--- src/hdl/mds_pkg.sv ---
// Constants for the motion delta shaping block.
package mds_pkg;
  // ----------------------------------------
  // Register offsets
  // ----------------------------------------
  localparam logic [7:0] ADDR_QUANT_SETUP    = 8'h72;
  localparam logic [7:0] ADDR_GRADIENT       = 8'h73;
  localparam logic [7:0] ADDR_MOTION_ALERT   = 8'h74;
  localparam logic [7:0] ADDR_FINGER_SETUP   = 8'h75;
  localparam logic [7:0] ADDR_REFLECT_LIMIT  = 8'h76;
  localparam logic [7:0] ADDR_ORIENTATION    = 8'h77;
  localparam logic [7:0] ADDR_QUALITY_LIMIT  = 8'h78;
  localparam logic [7:0] ADDR_REFLECT_LEVEL  = 8'h79;
  localparam logic [7:0] ADDR_FINGER_STATUS  = 8'h7a;
  // ----------------------------------------
  // Values after reset
  // ----------------------------------------
  localparam logic [7:0] RST_QUANT_SETUP     = 8'h99;
  localparam logic [7:0] RST_GRADIENT        = 8'h02;
  localparam logic [7:0] RST_MOTION_ALERT    = 8'h00;
  localparam logic [7:0] RST_FINGER_SETUP    = 8'hfa;
  localparam logic [7:0] RST_REFLECT_LIMIT   = 8'h1c;
  localparam logic [7:0] RST_ORIENTATION     = 8'h00;
  localparam logic [7:0] RST_QUALITY_LIMIT   = 8'h40;
  localparam logic [7:0] RST_REFLECT_LEVEL   = 8'h00;
  // ----------------------------------------
  // Field positions
  // ----------------------------------------
  localparam int Y_QUANT_ENABLE_BIT  = 7;
  localparam int Y_DIVISOR_LSB       = 4;
  localparam int X_QUANT_ENABLE_BIT  = 3;
  localparam int X_DIVISOR_LSB       = 0;
  localparam int SLOPE_SELECT_BIT    = 2;
  localparam int OFFSET_LSB          = 0;
  localparam int ALERT_LSB           = 0;
  localparam int CUTOFF_LSB          = 4;
  localparam int ON_COUNT_LSB        = 2;
  localparam int OFF_COUNT_LSB       = 0;
  localparam int AXIS_SWAP_BIT       = 7;
  localparam int VERTICAL_NEGATE_BIT = 6;
  localparam int HORIZONTAL_NEG_BIT  = 5;
  localparam int PRESENT_FLAG_BIT    = 0;
  // Cutoff field units, in shutter counts (shift of 8 is a factor of 256).
  localparam int CUTOFF_UNIT_SHIFT   = 8;
  // Finger presence states, one-hot.
  typedef enum logic [1:0] {
    FINGER_ABSENT  = 2'b01,
    FINGER_PRESENT = 2'b10
  } mds_finger_t;
endpackage

--- src/hdl/mds_top.sv ---
// Motion delta shaping: quantize, orient, cut off and detect finger presence.
`timescale 1ns/100ps
`default_nettype none
// Functional notes
// Y quantize enable divides Y by power two.
// X quantize enable divides X by power two.
// Both quantized: report larger axis, zero other.
// Slope select bit gives linear slope 2.
// Two-bit linear offset, register resets 0x02.
// Motion alert only when sum exceeds threshold.
// Cutoff suppresses motion below shutter limit.
// On count sets frames before presence.
// Off count sets frames before withdrawal.
// Reflectivity compared with programmable limit.
// Axis swap exchanges reported X and Y.
// Vertical negate inverts reported Y only.
// Horizontal negate inverts reported X only.
// Quality limit used only in quality mode.
// Quality compared with its own limit.
// Reflectivity level stored, higher means brighter.
// Status bit reads one while finger present.
// Presence follows consecutive frames over limit.
module mds_top #(
  parameter int DW = 8,
  parameter int SW = 16
) (
  input  wire logic          clock_in,
  input  wire logic          rst_n_in,
  input  wire logic [7:0]    reg_addr_in,
  input  wire logic          reg_wr_in,
  input  wire logic [7:0]    reg_wdata_in,
  input  wire logic          frame_valid_in,
  input  wire logic [DW-1:0] delta_x_in,
  input  wire logic [DW-1:0] delta_y_in,
  input  wire logic [SW-1:0] shutter_in,
  input  wire logic [7:0]    reflect_in,
  input  wire logic [7:0]    quality_in,
  input  wire logic          motion_cutoff_enable_in,
  input  wire logic          quality_detect_enable_in,
  output logic [7:0]         reg_rdata_out,
  output logic               report_valid_out,
  output logic [DW:0]        report_x_out,
  output logic [DW:0]        report_y_out,
  output logic               motion_alert_out,
  output logic               finger_present_out
);
  import mds_pkg::*;

  // ----------------------------------------
  // Helpers
  // ----------------------------------------
  // Magnitude of a signed value; one bit wider input avoids overflow of -128.
  function automatic logic [DW:0] mag_of(input logic [DW:0] v);
    mag_of = v[DW] ? (~v + 1'b1) : v;
  endfunction

  // Quantize one axis: small values sit in the linear region, large ones are
  // shifted down. Sign is kept separately so that negative steps round to zero.
  function automatic logic [DW:0] quantize(input logic [DW:0] v,
                                           input logic en,
                                           input logic [2:0] div,
                                           input logic slope,
                                           input logic [1:0] off);
    logic [DW:0] m;
    logic [DW:0] r;
    m = mag_of(v);
    if (m <= {{(DW-1){1'b0}}, off}) begin
      r = slope ? (m << 1) : m;
    end else begin
      r = m >> div;
    end
    if (!en) begin
      quantize = v;
    end else begin
      quantize = v[DW] ? (~r + 1'b1) : r;
    end
  endfunction

  // ----------------------------------------
  // Configuration registers
  // ----------------------------------------
  logic [7:0] quant_setup;
  logic [7:0] quant_gradient_setup;
  logic [7:0] motion_alert_threshold;
  logic [7:0] finger_detect_setup;
  logic [7:0] finger_reflect_limit;
  logic [7:0] axis_orientation;
  logic [7:0] finger_quality_limit;
  logic [7:0] finger_reflect_level;
  logic [7:0] next_quant_setup;
  logic [7:0] next_gradient;
  logic [7:0] next_alert;
  logic [7:0] next_finger_setup;
  logic [7:0] next_reflect_limit;
  logic [7:0] next_orientation;
  logic [7:0] next_quality_limit;
  logic [7:0] next_reflect_level;

  // Host writes land here; a frame's measured level overrides a write in the
  // same cycle so that a measurement is never lost to a simultaneous write.
  always_comb begin
    next_quant_setup   = quant_setup;
    next_gradient      = quant_gradient_setup;
    next_alert         = motion_alert_threshold;
    next_finger_setup  = finger_detect_setup;
    next_reflect_limit = finger_reflect_limit;
    next_orientation   = axis_orientation;
    next_quality_limit = finger_quality_limit;
    next_reflect_level = finger_reflect_level;
    if (reg_wr_in) begin
      case (reg_addr_in)
        ADDR_QUANT_SETUP:   next_quant_setup   = reg_wdata_in;
        ADDR_GRADIENT:      next_gradient      = {5'h00, reg_wdata_in[2:0]};
        ADDR_MOTION_ALERT:  next_alert         = {5'h00, reg_wdata_in[2:0]};
        ADDR_FINGER_SETUP:  next_finger_setup  = reg_wdata_in;
        ADDR_REFLECT_LIMIT: next_reflect_limit = reg_wdata_in;
        ADDR_ORIENTATION:   next_orientation   = {reg_wdata_in[7:5], 5'h00};
        ADDR_QUALITY_LIMIT: next_quality_limit = reg_wdata_in;
        ADDR_REFLECT_LEVEL: next_reflect_level = reg_wdata_in;
        default:            next_quant_setup   = quant_setup;
      endcase
    end
    if (frame_valid_in) begin
      next_reflect_level = reflect_in;
    end
  end

  always_ff @(posedge clock_in or negedge rst_n_in) begin
    if (!rst_n_in) begin
      quant_setup            <= RST_QUANT_SETUP;
      quant_gradient_setup   <= RST_GRADIENT;
      motion_alert_threshold <= RST_MOTION_ALERT;
      finger_detect_setup    <= RST_FINGER_SETUP;
      finger_reflect_limit   <= RST_REFLECT_LIMIT;
      axis_orientation       <= RST_ORIENTATION;
      finger_quality_limit   <= RST_QUALITY_LIMIT;
      finger_reflect_level   <= RST_REFLECT_LEVEL;
    end else begin
      quant_setup            <= next_quant_setup;
      quant_gradient_setup   <= next_gradient;
      motion_alert_threshold <= next_alert;
      finger_detect_setup    <= next_finger_setup;
      finger_reflect_limit   <= next_reflect_limit;
      axis_orientation       <= next_orientation;
      finger_quality_limit   <= next_quality_limit;
      finger_reflect_level   <= next_reflect_level;
    end
  end

  // ----------------------------------------
  // Delta datapath
  // ----------------------------------------
  logic          y_quant_enable;
  logic          x_quant_enable;
  logic [2:0]    y_quant_divisor;
  logic [2:0]    x_quant_divisor;
  logic          linear_slope_select;
  logic [1:0]    linear_region_offset;
  logic [SW-1:0] cutoff_limit;
  logic          cut_active;
  logic [DW:0]   raw_x;
  logic [DW:0]   raw_y;
  logic [DW:0]   ori_x;
  logic [DW:0]   ori_y;
  logic [DW:0]   q_x;
  logic [DW:0]   q_y;
  logic [DW+1:0] mag_sum;
  logic          next_valid;
  logic [DW:0]   next_x;
  logic [DW:0]   next_y;
  logic          next_motion;

  assign y_quant_enable       = quant_setup[Y_QUANT_ENABLE_BIT];
  assign x_quant_enable       = quant_setup[X_QUANT_ENABLE_BIT];
  assign y_quant_divisor      = quant_setup[Y_DIVISOR_LSB +: 3];
  assign x_quant_divisor      = quant_setup[X_DIVISOR_LSB +: 3];
  assign linear_slope_select  = quant_gradient_setup[SLOPE_SELECT_BIT];
  assign linear_region_offset = quant_gradient_setup[OFFSET_LSB +: 2];
  assign cutoff_limit = SW'(finger_detect_setup[CUTOFF_LSB +: 4]) << CUTOFF_UNIT_SHIFT;
  assign cut_active   = motion_cutoff_enable_in && (shutter_in < cutoff_limit);
  assign raw_x        = {delta_x_in[DW-1], delta_x_in};
  assign raw_y        = {delta_y_in[DW-1], delta_y_in};

  // Orientation is applied to the raw counts before quantizing, so the
  // quantizer settings always follow the reported axis, not the optical one.
  always_comb begin
    ori_x = axis_orientation[AXIS_SWAP_BIT] ? raw_y : raw_x;
    ori_y = axis_orientation[AXIS_SWAP_BIT] ? raw_x : raw_y;
    if (axis_orientation[HORIZONTAL_NEG_BIT]) begin
      ori_x = ~ori_x + 1'b1;
    end
    if (axis_orientation[VERTICAL_NEGATE_BIT]) begin
      ori_y = ~ori_y + 1'b1;
    end
    q_x = quantize(ori_x, x_quant_enable, x_quant_divisor,
                   linear_slope_select, linear_region_offset);
    q_y = quantize(ori_y, y_quant_enable, y_quant_divisor,
                   linear_slope_select, linear_region_offset);
    if (x_quant_enable && y_quant_enable) begin
      // Ties keep X so that exactly one axis survives.
      if (mag_of(q_x) >= mag_of(q_y)) begin
        q_y = '0;
      end else begin
        q_x = '0;
      end
    end
    if (cut_active) begin
      q_x = '0;
      q_y = '0;
    end
    mag_sum     = {1'b0, mag_of(q_x)} + {1'b0, mag_of(q_y)};
    next_valid  = frame_valid_in;
    next_x      = frame_valid_in ? q_x : report_x_out;
    next_y      = frame_valid_in ? q_y : report_y_out;
    next_motion = frame_valid_in ? (mag_sum > (DW+2)'(motion_alert_threshold[2:0]))
                                 : motion_alert_out;
  end

  always_ff @(posedge clock_in or negedge rst_n_in) begin
    if (!rst_n_in) begin
      report_valid_out <= 1'b0;
      report_x_out     <= '0;
      report_y_out     <= '0;
      motion_alert_out <= 1'b0;
    end else begin
      report_valid_out <= next_valid;
      report_x_out     <= next_x;
      report_y_out     <= next_y;
      motion_alert_out <= next_motion;
    end
  end

  // ----------------------------------------
  // Finger presence with hysteresis
  // ----------------------------------------
  mds_finger_t finger_state;
  mds_finger_t next_finger_state;
  logic [1:0]  hyst_cnt;
  logic [1:0]  next_hyst_cnt;
  logic        finger_hit;
  logic [1:0]  presence_on_count;
  logic [1:0]  presence_off_count;

  assign presence_on_count  = finger_detect_setup[ON_COUNT_LSB +: 2];
  assign presence_off_count = finger_detect_setup[OFF_COUNT_LSB +: 2];
  // Quality mode serves dark surfaces where reflectivity alone is unreliable.
  assign finger_hit = quality_detect_enable_in ? (quality_in > finger_quality_limit)
                                               : (reflect_in > finger_reflect_limit);

  // A count of N needs N+1 consecutive agreeing frames; any disagreeing
  // frame restarts the count, which filters single noisy frames. A count
  // lowered mid-run takes effect at the next agreeing frame instead of wrapping.
  always_comb begin
    next_finger_state = finger_state;
    next_hyst_cnt     = hyst_cnt;
    if (frame_valid_in) begin
      case (finger_state)
        FINGER_ABSENT: begin
          if (!finger_hit) begin
            next_hyst_cnt = 2'h0;
          end else if (hyst_cnt >= presence_on_count) begin
            next_finger_state = FINGER_PRESENT;
            next_hyst_cnt     = 2'h0;
          end else begin
            next_hyst_cnt = hyst_cnt + 2'h1;
          end
        end
        FINGER_PRESENT: begin
          if (finger_hit) begin
            next_hyst_cnt = 2'h0;
          end else if (hyst_cnt >= presence_off_count) begin
            next_finger_state = FINGER_ABSENT;
            next_hyst_cnt     = 2'h0;
          end else begin
            next_hyst_cnt = hyst_cnt + 2'h1;
          end
        end
        default: begin
          next_finger_state = FINGER_ABSENT;
          next_hyst_cnt     = 2'h0;
        end
      endcase
    end
  end

  always_ff @(posedge clock_in or negedge rst_n_in) begin
    if (!rst_n_in) begin
      finger_state       <= FINGER_ABSENT;
      hyst_cnt           <= 2'h0;
      finger_present_out <= 1'b0;
    end else begin
      finger_state       <= next_finger_state;
      hyst_cnt           <= next_hyst_cnt;
      finger_present_out <= (next_finger_state == FINGER_PRESENT);
    end
  end

  // ----------------------------------------
  // Register read port
  // ----------------------------------------
  logic [7:0] next_rdata;

  // Unmapped offsets read as zero.
  always_comb begin
    case (reg_addr_in)
      ADDR_QUANT_SETUP:   next_rdata = quant_setup;
      ADDR_GRADIENT:      next_rdata = quant_gradient_setup;
      ADDR_MOTION_ALERT:  next_rdata = motion_alert_threshold;
      ADDR_FINGER_SETUP:  next_rdata = finger_detect_setup;
      ADDR_REFLECT_LIMIT: next_rdata = finger_reflect_limit;
      ADDR_ORIENTATION:   next_rdata = axis_orientation;
      ADDR_QUALITY_LIMIT: next_rdata = finger_quality_limit;
      ADDR_REFLECT_LEVEL: next_rdata = finger_reflect_level;
      ADDR_FINGER_STATUS: next_rdata = {7'h00, finger_present_out};
      default:            next_rdata = 8'h00;
    endcase
  end

  always_ff @(posedge clock_in or negedge rst_n_in) begin
    if (!rst_n_in) begin
      reg_rdata_out <= 8'h00;
    end else begin
      reg_rdata_out <= next_rdata;
    end
  end
endmodule
`default_nettype wire

--- config.mk ---
export PLATFORM = sky130hd
export DESIGN_NAME = mds_top
export DESIGN_NICKNAME = d
export VERILOG_FILES = /design/src/hdl/mds_pkg.sv /design/src/hdl/mds_top.sv
export SDC_FILE = /design/constraint.sdc
export NUM_CORES = 1
export LEC_CHECK = 0
export BUFFER_PORTS_ARGS = -buffer_cell sky130_fd_sc_hd__buf_2
export CORE_MARGIN = 2
export CORE_UTILIZATION = 54
export DETAILED_ROUTE_END_ITERATION = 7
export PLACE_DENSITY = 0.77
export SYNTH_ARGS = -nofsm -noshare
export SYNTH_HDL_FRONTEND = slang
export SYNTH_SLANG_ARGS = --single-unit
--- constraint.sdc ---
create_clock -name clock_in -period 9.7 [get_ports clock_in]
set_input_delay 1.94 -clock clock_in [delete_from_list [all_inputs] [get_ports clock_in]]
set_output_delay 1.94 -clock clock_in [all_outputs]
set_load 0.05 [all_outputs]
After elaboration in Yosys (flattened, before gate mapping)
Cells that the tools add are included.
W data, S select, Z words.
- add/subtract/negate cells: 12
- magnitude comparators: 9
- equal/unequal tests: 12
- shift operators: 2
- muxes and demuxes: 40
- bitwise operators: 10
- reduce and logical (&&, ||, !) cells: 12
- operator list (kind ; count):
    $mux W9 ; 24
    $add A9 B1 Y9 const B ; 10
    $not A9 Y9 ; 10
    $eq A8 B7 Y1 const B ; 9
    $pmux W8 S9 ; 1
    $mux W8 ; 3
    $le A9 B2 Y1 ; 2
    $mux W2 ; 9
    $shr A9 B3 Y9 ; 2
    $gt A8 B8 Y1 ; 2
    $lt A16 B12 Y1 ; 1
    $reduce_and A2 Y1 ; 8
    $add A9 B9 Y10 ; 1
    $gt A10 B3 Y1 ; 1
    $ge A9 B9 Y1 ; 1
    $pmux W2 S2 ; 2
    $eq A2 B2 Y1 const B ; 2
    $ge A2 B2 Y1 ; 2
    $reduce_bool A2 Y1 ; 2
    $add A2 B1 Y2 const B ; 1
    $eq A2 B1 Y1 const B ; 1
    $logic_and A1 B1 Y1 ; 2
    $mux W1 ; 1
- bits in registers: 82
- output and inout bits: 29
- word-level logic and storage cells: 113

Logic depth before layout (Yosys ltp)
- depth after elaboration: 25
- gate-level depth with buffers: 49

Least setup slack after synthesis
Ideal clock, no wire load.
- path type: input port to flip-flop
- start point: in delta_y_in[0]
- end point: reg motion_alert_out
- arrival: 10384 ps
- data required time: 9574 ps
- path slack: -810 ps
- cell stages on the path: 45
- cell sequence: mux2_2 -> inv_2 -> ha_1 -> nor4bb_1 -> o22ai_1 -> a21o_1 -> buf_2 -> a221o_1 -> inv_1 -> ha_1 -> a21oi_1 -> a21oi_1 -> nor2_1 -> a32oi_1 -> a211oi_2 -> buf_2 -> nand2_1 -> and2_1 -> (+9 left out) -> a21o_1 -> a21o_1 -> a21o_1 -> a21o_1 -> a21oi_1 -> nor2b_1 -> or2_2 -> a31oi_1 -> nand2b_1 -> ha_1 -> o21ai_0 -> a21oi_1 -> fa_1 -> ha_1 -> a21o_1 -> a21oi_1 -> a31oi_1 -> o32a_1
- word-level cells in the longest chain between the ends: 25
- RTL lines (item ; line ; source):
    start: declaration ; mds_top.sv:34 ; input wire logic [DW-1:0] delta_y_in,
    $mux W9 (on tied branches) ; mds_top.sv:187, mds_top.sv:188 ;
    $not A9 Y9 (on tied branches) ; mds_top.sv:190, mds_top.sv:193 ;
    $add A9 B1 Y9 (on tied branches) ; mds_top.sv:190, mds_top.sv:193 ;
    $mux W9 (on tied branches) ; mds_top.sv:189, mds_top.sv:192 ;
    $not A9 Y9 ; mds_top.sv:54 ; mag_of = v[DW] ? (~v + 1'b1) : v;
    $add A9 B1 Y9 ; mds_top.sv:54 ;
    $mux W9 ; mds_top.sv:54 ;
    $le A9 B2 Y1, or another cell as far along ; mds_top.sv:67 ; if (m <= {{(DW-1){1'b0}}, off}) begin
    (+9 left out) ; - ;
    $mux W9 ; mds_top.sv:201 ; if (mag_of(q_x) >= mag_of(q_y)) begin
    $mux W9 ; mds_top.sv:199 ; if (x_quant_enable && y_quant_enable) begin
    $mux W9 ; mds_top.sv:207 ; if (cut_active) begin
    $not A9 Y9 ; mds_top.sv:54 ;
    $add A9 B1 Y9 ; mds_top.sv:54 ;
    $mux W9 ; mds_top.sv:54 ;
    $add A9 B9 Y10 * ; mds_top.sv:211 ; mag_sum = {1'b0, mag_of(q_x)} + {1'b0, mag_of(q_y)};
    $gt A10 B3 Y1 * ; mds_top.sv:215 ; next_motion = frame_valid_in ? (mag_sum > (DW+2)'(motion_alert_threshold[2:0]))
    end signal: assignment ; mds_top.sv:229 ; motion_alert_out <= next_motion;
    end: declaration ; mds_top.sv:44 ; output logic motion_alert_out,
Mark *: on every way between the ends. The rest lies on a longest branch, timed or not.
A chain may end at the register's enable or synchronous reset.

Worst setup path after layout
- start point: in delta_x_in[0]
- end point: reg motion_alert_out
- word-level cells in the longest chain between the ends: 25
- RTL lines (item ; line ; source):
    start: declaration ; mds_top.sv:33 ; input wire logic [DW-1:0] delta_x_in,
    $mux W9 (on tied branches) ; mds_top.sv:187, mds_top.sv:188 ;
    $not A9 Y9 (on tied branches) ; mds_top.sv:190, mds_top.sv:193 ;
    $add A9 B1 Y9 (on tied branches) ; mds_top.sv:190, mds_top.sv:193 ;
    $mux W9 (on tied branches) ; mds_top.sv:189, mds_top.sv:192 ;
    $not A9 Y9 ; mds_top.sv:54 ;
    $add A9 B1 Y9 ; mds_top.sv:54 ;
    $mux W9 ; mds_top.sv:54 ;
    $le A9 B2 Y1, or another cell as far along ; mds_top.sv:67 ;
    (+10 left out) ; - ;
    $mux W9 * ; mds_top.sv:199 ;
    $mux W9 * ; mds_top.sv:207 ;
    named net q_y[0] ; mds_top.sv:166 ; logic [DW:0] q_y;
    $not A9 Y9 ; mds_top.sv:54 ;
    $add A9 B1 Y9 ; mds_top.sv:54 ;
    $mux W9 * ; mds_top.sv:54 ;
    $add A9 B9 Y10 * ; mds_top.sv:211 ;
    $gt A10 B3 Y1 * ; mds_top.sv:215 ;
The timed path passes the listed nets; every way through them passes the cells marked *.

==> flow_summary.rst <==
.. list-table::
   :header-rows: 1

   * - Metric
     - Value
   * - Number of antenna violations at the first check in global routing
     - 0
   * - Total Wirelength
     - 28100 um
   * - Number of maximum-capacitance violations
     - 0
   * - Share of flip-flops with an asynchronous set or reset
     - 100%
   * - Setup repair after global routing missed its margin
     - yes
   * - Root Buffer
     - clkbuf_16
   * - Drt drc
     - 0
   * - Number of H-tree levels
     - 3
   * - Final layout net count
     - 1457
   * - Sort of element at the start of the critical path
     - primary input
   * - Cell Area, Placed
     - 11000 um2
   * - Overall power of the completed layout
     - 1.30 mW
   * - Final weighted congestion of routability-driven global placement
     - 0.919
   * - Final-report max-slew violation count
     - 0
   * - Post-synthesis average cell area
     - 8.36 um2
   * - Total of warnings raised by yosys
     - 0
   * - Ratio of final minimum period to clock period
     - 100%
   * - Largest fanout on the critical path
     - 6
   * - Slew margin rel.
     - 35.8%
   * - Total power per unit cell area
     - 111 nW/um2
   * - Total I/O pin count
     - 99
   * - TNS Setup
     - -0.0121 ns
   * - Proportion of layout cells with a drive suffix above 1
     - 36.9%
   * - Overall track demand over capacity in global routing
     - 31.5%
   * - Measured slew at the worst slew-check pin
     - 0.963 ns
   * - Die width
     - 134 um
   * - Number of endpoints with negative hold slack in the final report
     - 0
   * - Overall die area
     - 17800 um2
   * - Count of different cell masters after synthesis
     - 115
   * - Worst hold path class
     - register to register
   * - Cell leakage power
     - 5.41 nW
   * - CTS Hold Bufs
     - 0
   * - Max stage delay cell, worst path
     - ha_1
   * - Worst Setup End Kind
     - register
   * - Final Instance Count excl. Fillers
     - 1551
   * - Final HPWL DP
     - 20700 um
   * - Violated checks
     - setup timing
   * - Result of the run
     - finished with violations
   * - Count of buffers from port buffering
     - 90
   * - DR pass1 iterations
     - 6
   * - Global-route congestion overflow total
     - 0
   * - Final instance area
     - 11800 um2
   * - Later-pin clock latency in the skew report
     - 0.34 ns
   * - Initial core utilization
     - 55.0%
   * - Register area share after synthesis
     - 22.9%
   * - Netlist area before placement
     - 9060 um2
   * - Most common cell after layout, fill and taps aside
     - buf_4
   * - Wire length per cell
     - 18.1 um
   * - Chip Height
     - 134 um
   * - Number of buffers created by CTS
     - 9
   * - Total of endpoints with negative setup slack in the final report
     - 1
   * - Number of buffers on the longest clock path
     - 2
   * - Cell type with the highest aggregate area in the netlist
     - dfrtp_1
   * - Worst setup skew after layout
     - 0.0115 ns
   * - Area contributors post-synth
     - dfrtp_1 (18%), ha_1 (8.3%), mux2_2 (6.0%)
   * - Cell mode on critical path
     - a21o_1
   * - Seq cells post-synth
     - 82
   * - Placeable Area
     - 16500 um2
   * - Number of global-route vias before repair
     - 9445
   * - Proportion of netlist area held by the largest area contributor
     - 18.2%
   * - Pre-CTS setup slack
     - -0.816 ns
   * - Maximum VDD drop
     - 0.140 mV
   * - Clock sink count
     - 82
   * - CTS clk-pin slew, worst paths
     - 0.06 ns
   * - Highest achievable clock rate
     - 103 MHz
   * - Placed Cells
     - 1513
   * - Post-synth EDFFs
     - 0
   * - Slowest cell delay on critical path
     - 0.36 ns
   * - Std-Cell Rows
     - 47
   * - Area growth, synth to finish
     - 30.2%
   * - Dominant synthesized flop cell
     - dfrtp_1
   * - Commonest cells after routing, fill and taps aside
     - buf_4 (188), buf_2 (89), nor2_1 (83)
   * - Maximum number of pins on one net before global-route repair
     - 76
   * - Worst Setup Path Type
     - primary input to register
   * - Cells after synthesis
     - 1083
   * - TritonCTS clock tree
     - yes
   * - Worst endpoint data arrival time
     - 9.93 ns
   * - Residual antenna-violating net count after detailed routing
     - 0
   * - Routed vias
     - 9684
   * - Fin crit period
     - 9.71 ns
   * - First-pass GRT wire length
     - 45900 um
   * - Count of routing violations after the opening detailed-route iteration
     - 756
   * - Vias per std cell
     - 6.24
   * - Least setup slack across all paths after layout
     - -0.0121 ns
   * - Antenna diode count
     - 0
   * - Fin util
     - 71.6%
   * - Worst Hold Slack
     - 0.512 ns
   * - Critical path data required time
     - 9.92 ns
## flip-flops by register name (all words and copies together) (netlist names), 8 cells and up
signal,cells
report_x_out,9
report_y_out,9
finger_detect_setup,8
finger_quality_limit,8
finger_reflect_level,8
finger_reflect_limit,8
quant_setup,8
reg_rdata_out,8
## kinds of logic after synthesis
logic type / Yosys count / share of synthesized area (%)
compound gates: 325 / 26.3
xor+xnor: 35 / 3.84
fa+ha+maj: 61 / 8.51
buf+inv: 124 / 5.75
flops: 82 / 22.9
mux: 88 / 10.9
other cells: 2 / 0.0829
simple gates: 366 / 21.8
## what timing repair did
item                                    CTS  global route
endpoints found under the setup margin    1             1
cloned                                    0             0
setup buffers                            18             4
hold endpoints to repair                  0             0
pin swaps                                42            18
gates resized for setup                  48            24
## cell type report
| class | instances | area (um2) |
|---|---|---|
| Clock inverter | 5 | 63.8 |
| Clock buffer | 11 | 233 |
| Tap cell | 220 | 275 |
| Inverter | 70 | 270 |
| Multi-Input combinational cell | 879 | 6930 |
| Timing Repair Buffer | 284 | 1940 |
| Sequential cell | 82 | 2070 |
| Fill cell | 1262 | 4680 |
## final timing paths
check,startpoint,to,slack (ns),depth (start not counted)
max,delta_x_in[0],motion_alert_out,-0.01,48
min,finger_quality_limit[7],finger_quality_limit[7],0.51,1
max reg2reg,axis_orientation[7],motion_alert_out,0.61,47
min reg2reg,finger_quality_limit[7],finger_quality_limit[7],0.51,1
max in group asynchronous,rst_n_in,axis_orientation[7],7.07,2
min in group asynchronous,rst_n_in,report_x_out[7],1.40,1
## cell usage after synthesis (16+ instances only)
library cell  number
a21o_1            19
a21oi_1           60
a31oi_1           18
clkbuf_1          29
dfrtp_1           66
dfstp_2           16
ha_1              60
inv_1             67
mux2_2            48
mux2i_1           35
nand2_1           74
nand2b_1          20
nand3_1           26
nor2_1            90
nor3_1            30
o21ai_0           58
xnor2_1           19
## critical path, delay by kind of cell
family                   cells  cell delay [ns]
AO/OA/AOI/OAI               20             3.28
adder cells (fa/ha/maj)      7             1.73
AND/OR/NAND/NOR              9             1.16
buffers and inverters        8             0.96
XOR/XNOR                     3             0.53
multiplexers                 1             0.30
## report_power, final
group | internal, mW | switching [mW]
Combinational | 0.243 | 0.309
Clock | 0.202 | 0.147
Sequential | 0.372 | 0.0314
Total | 0.817 | 0.487
## metal layers
layer | part of all wire (%) | global-route usage (%) | vias to the layer above
met2 | 50 | 56.2 | 405
met1 | 41 | 40.1 | 4673
met4 | 2.1 | 8.87 | 0
li1 | - | - | 4542
met5 | 0 | 0 | -
met3 | 7.6 | 4.00 | 64
(Power assumes the default switching activity.)
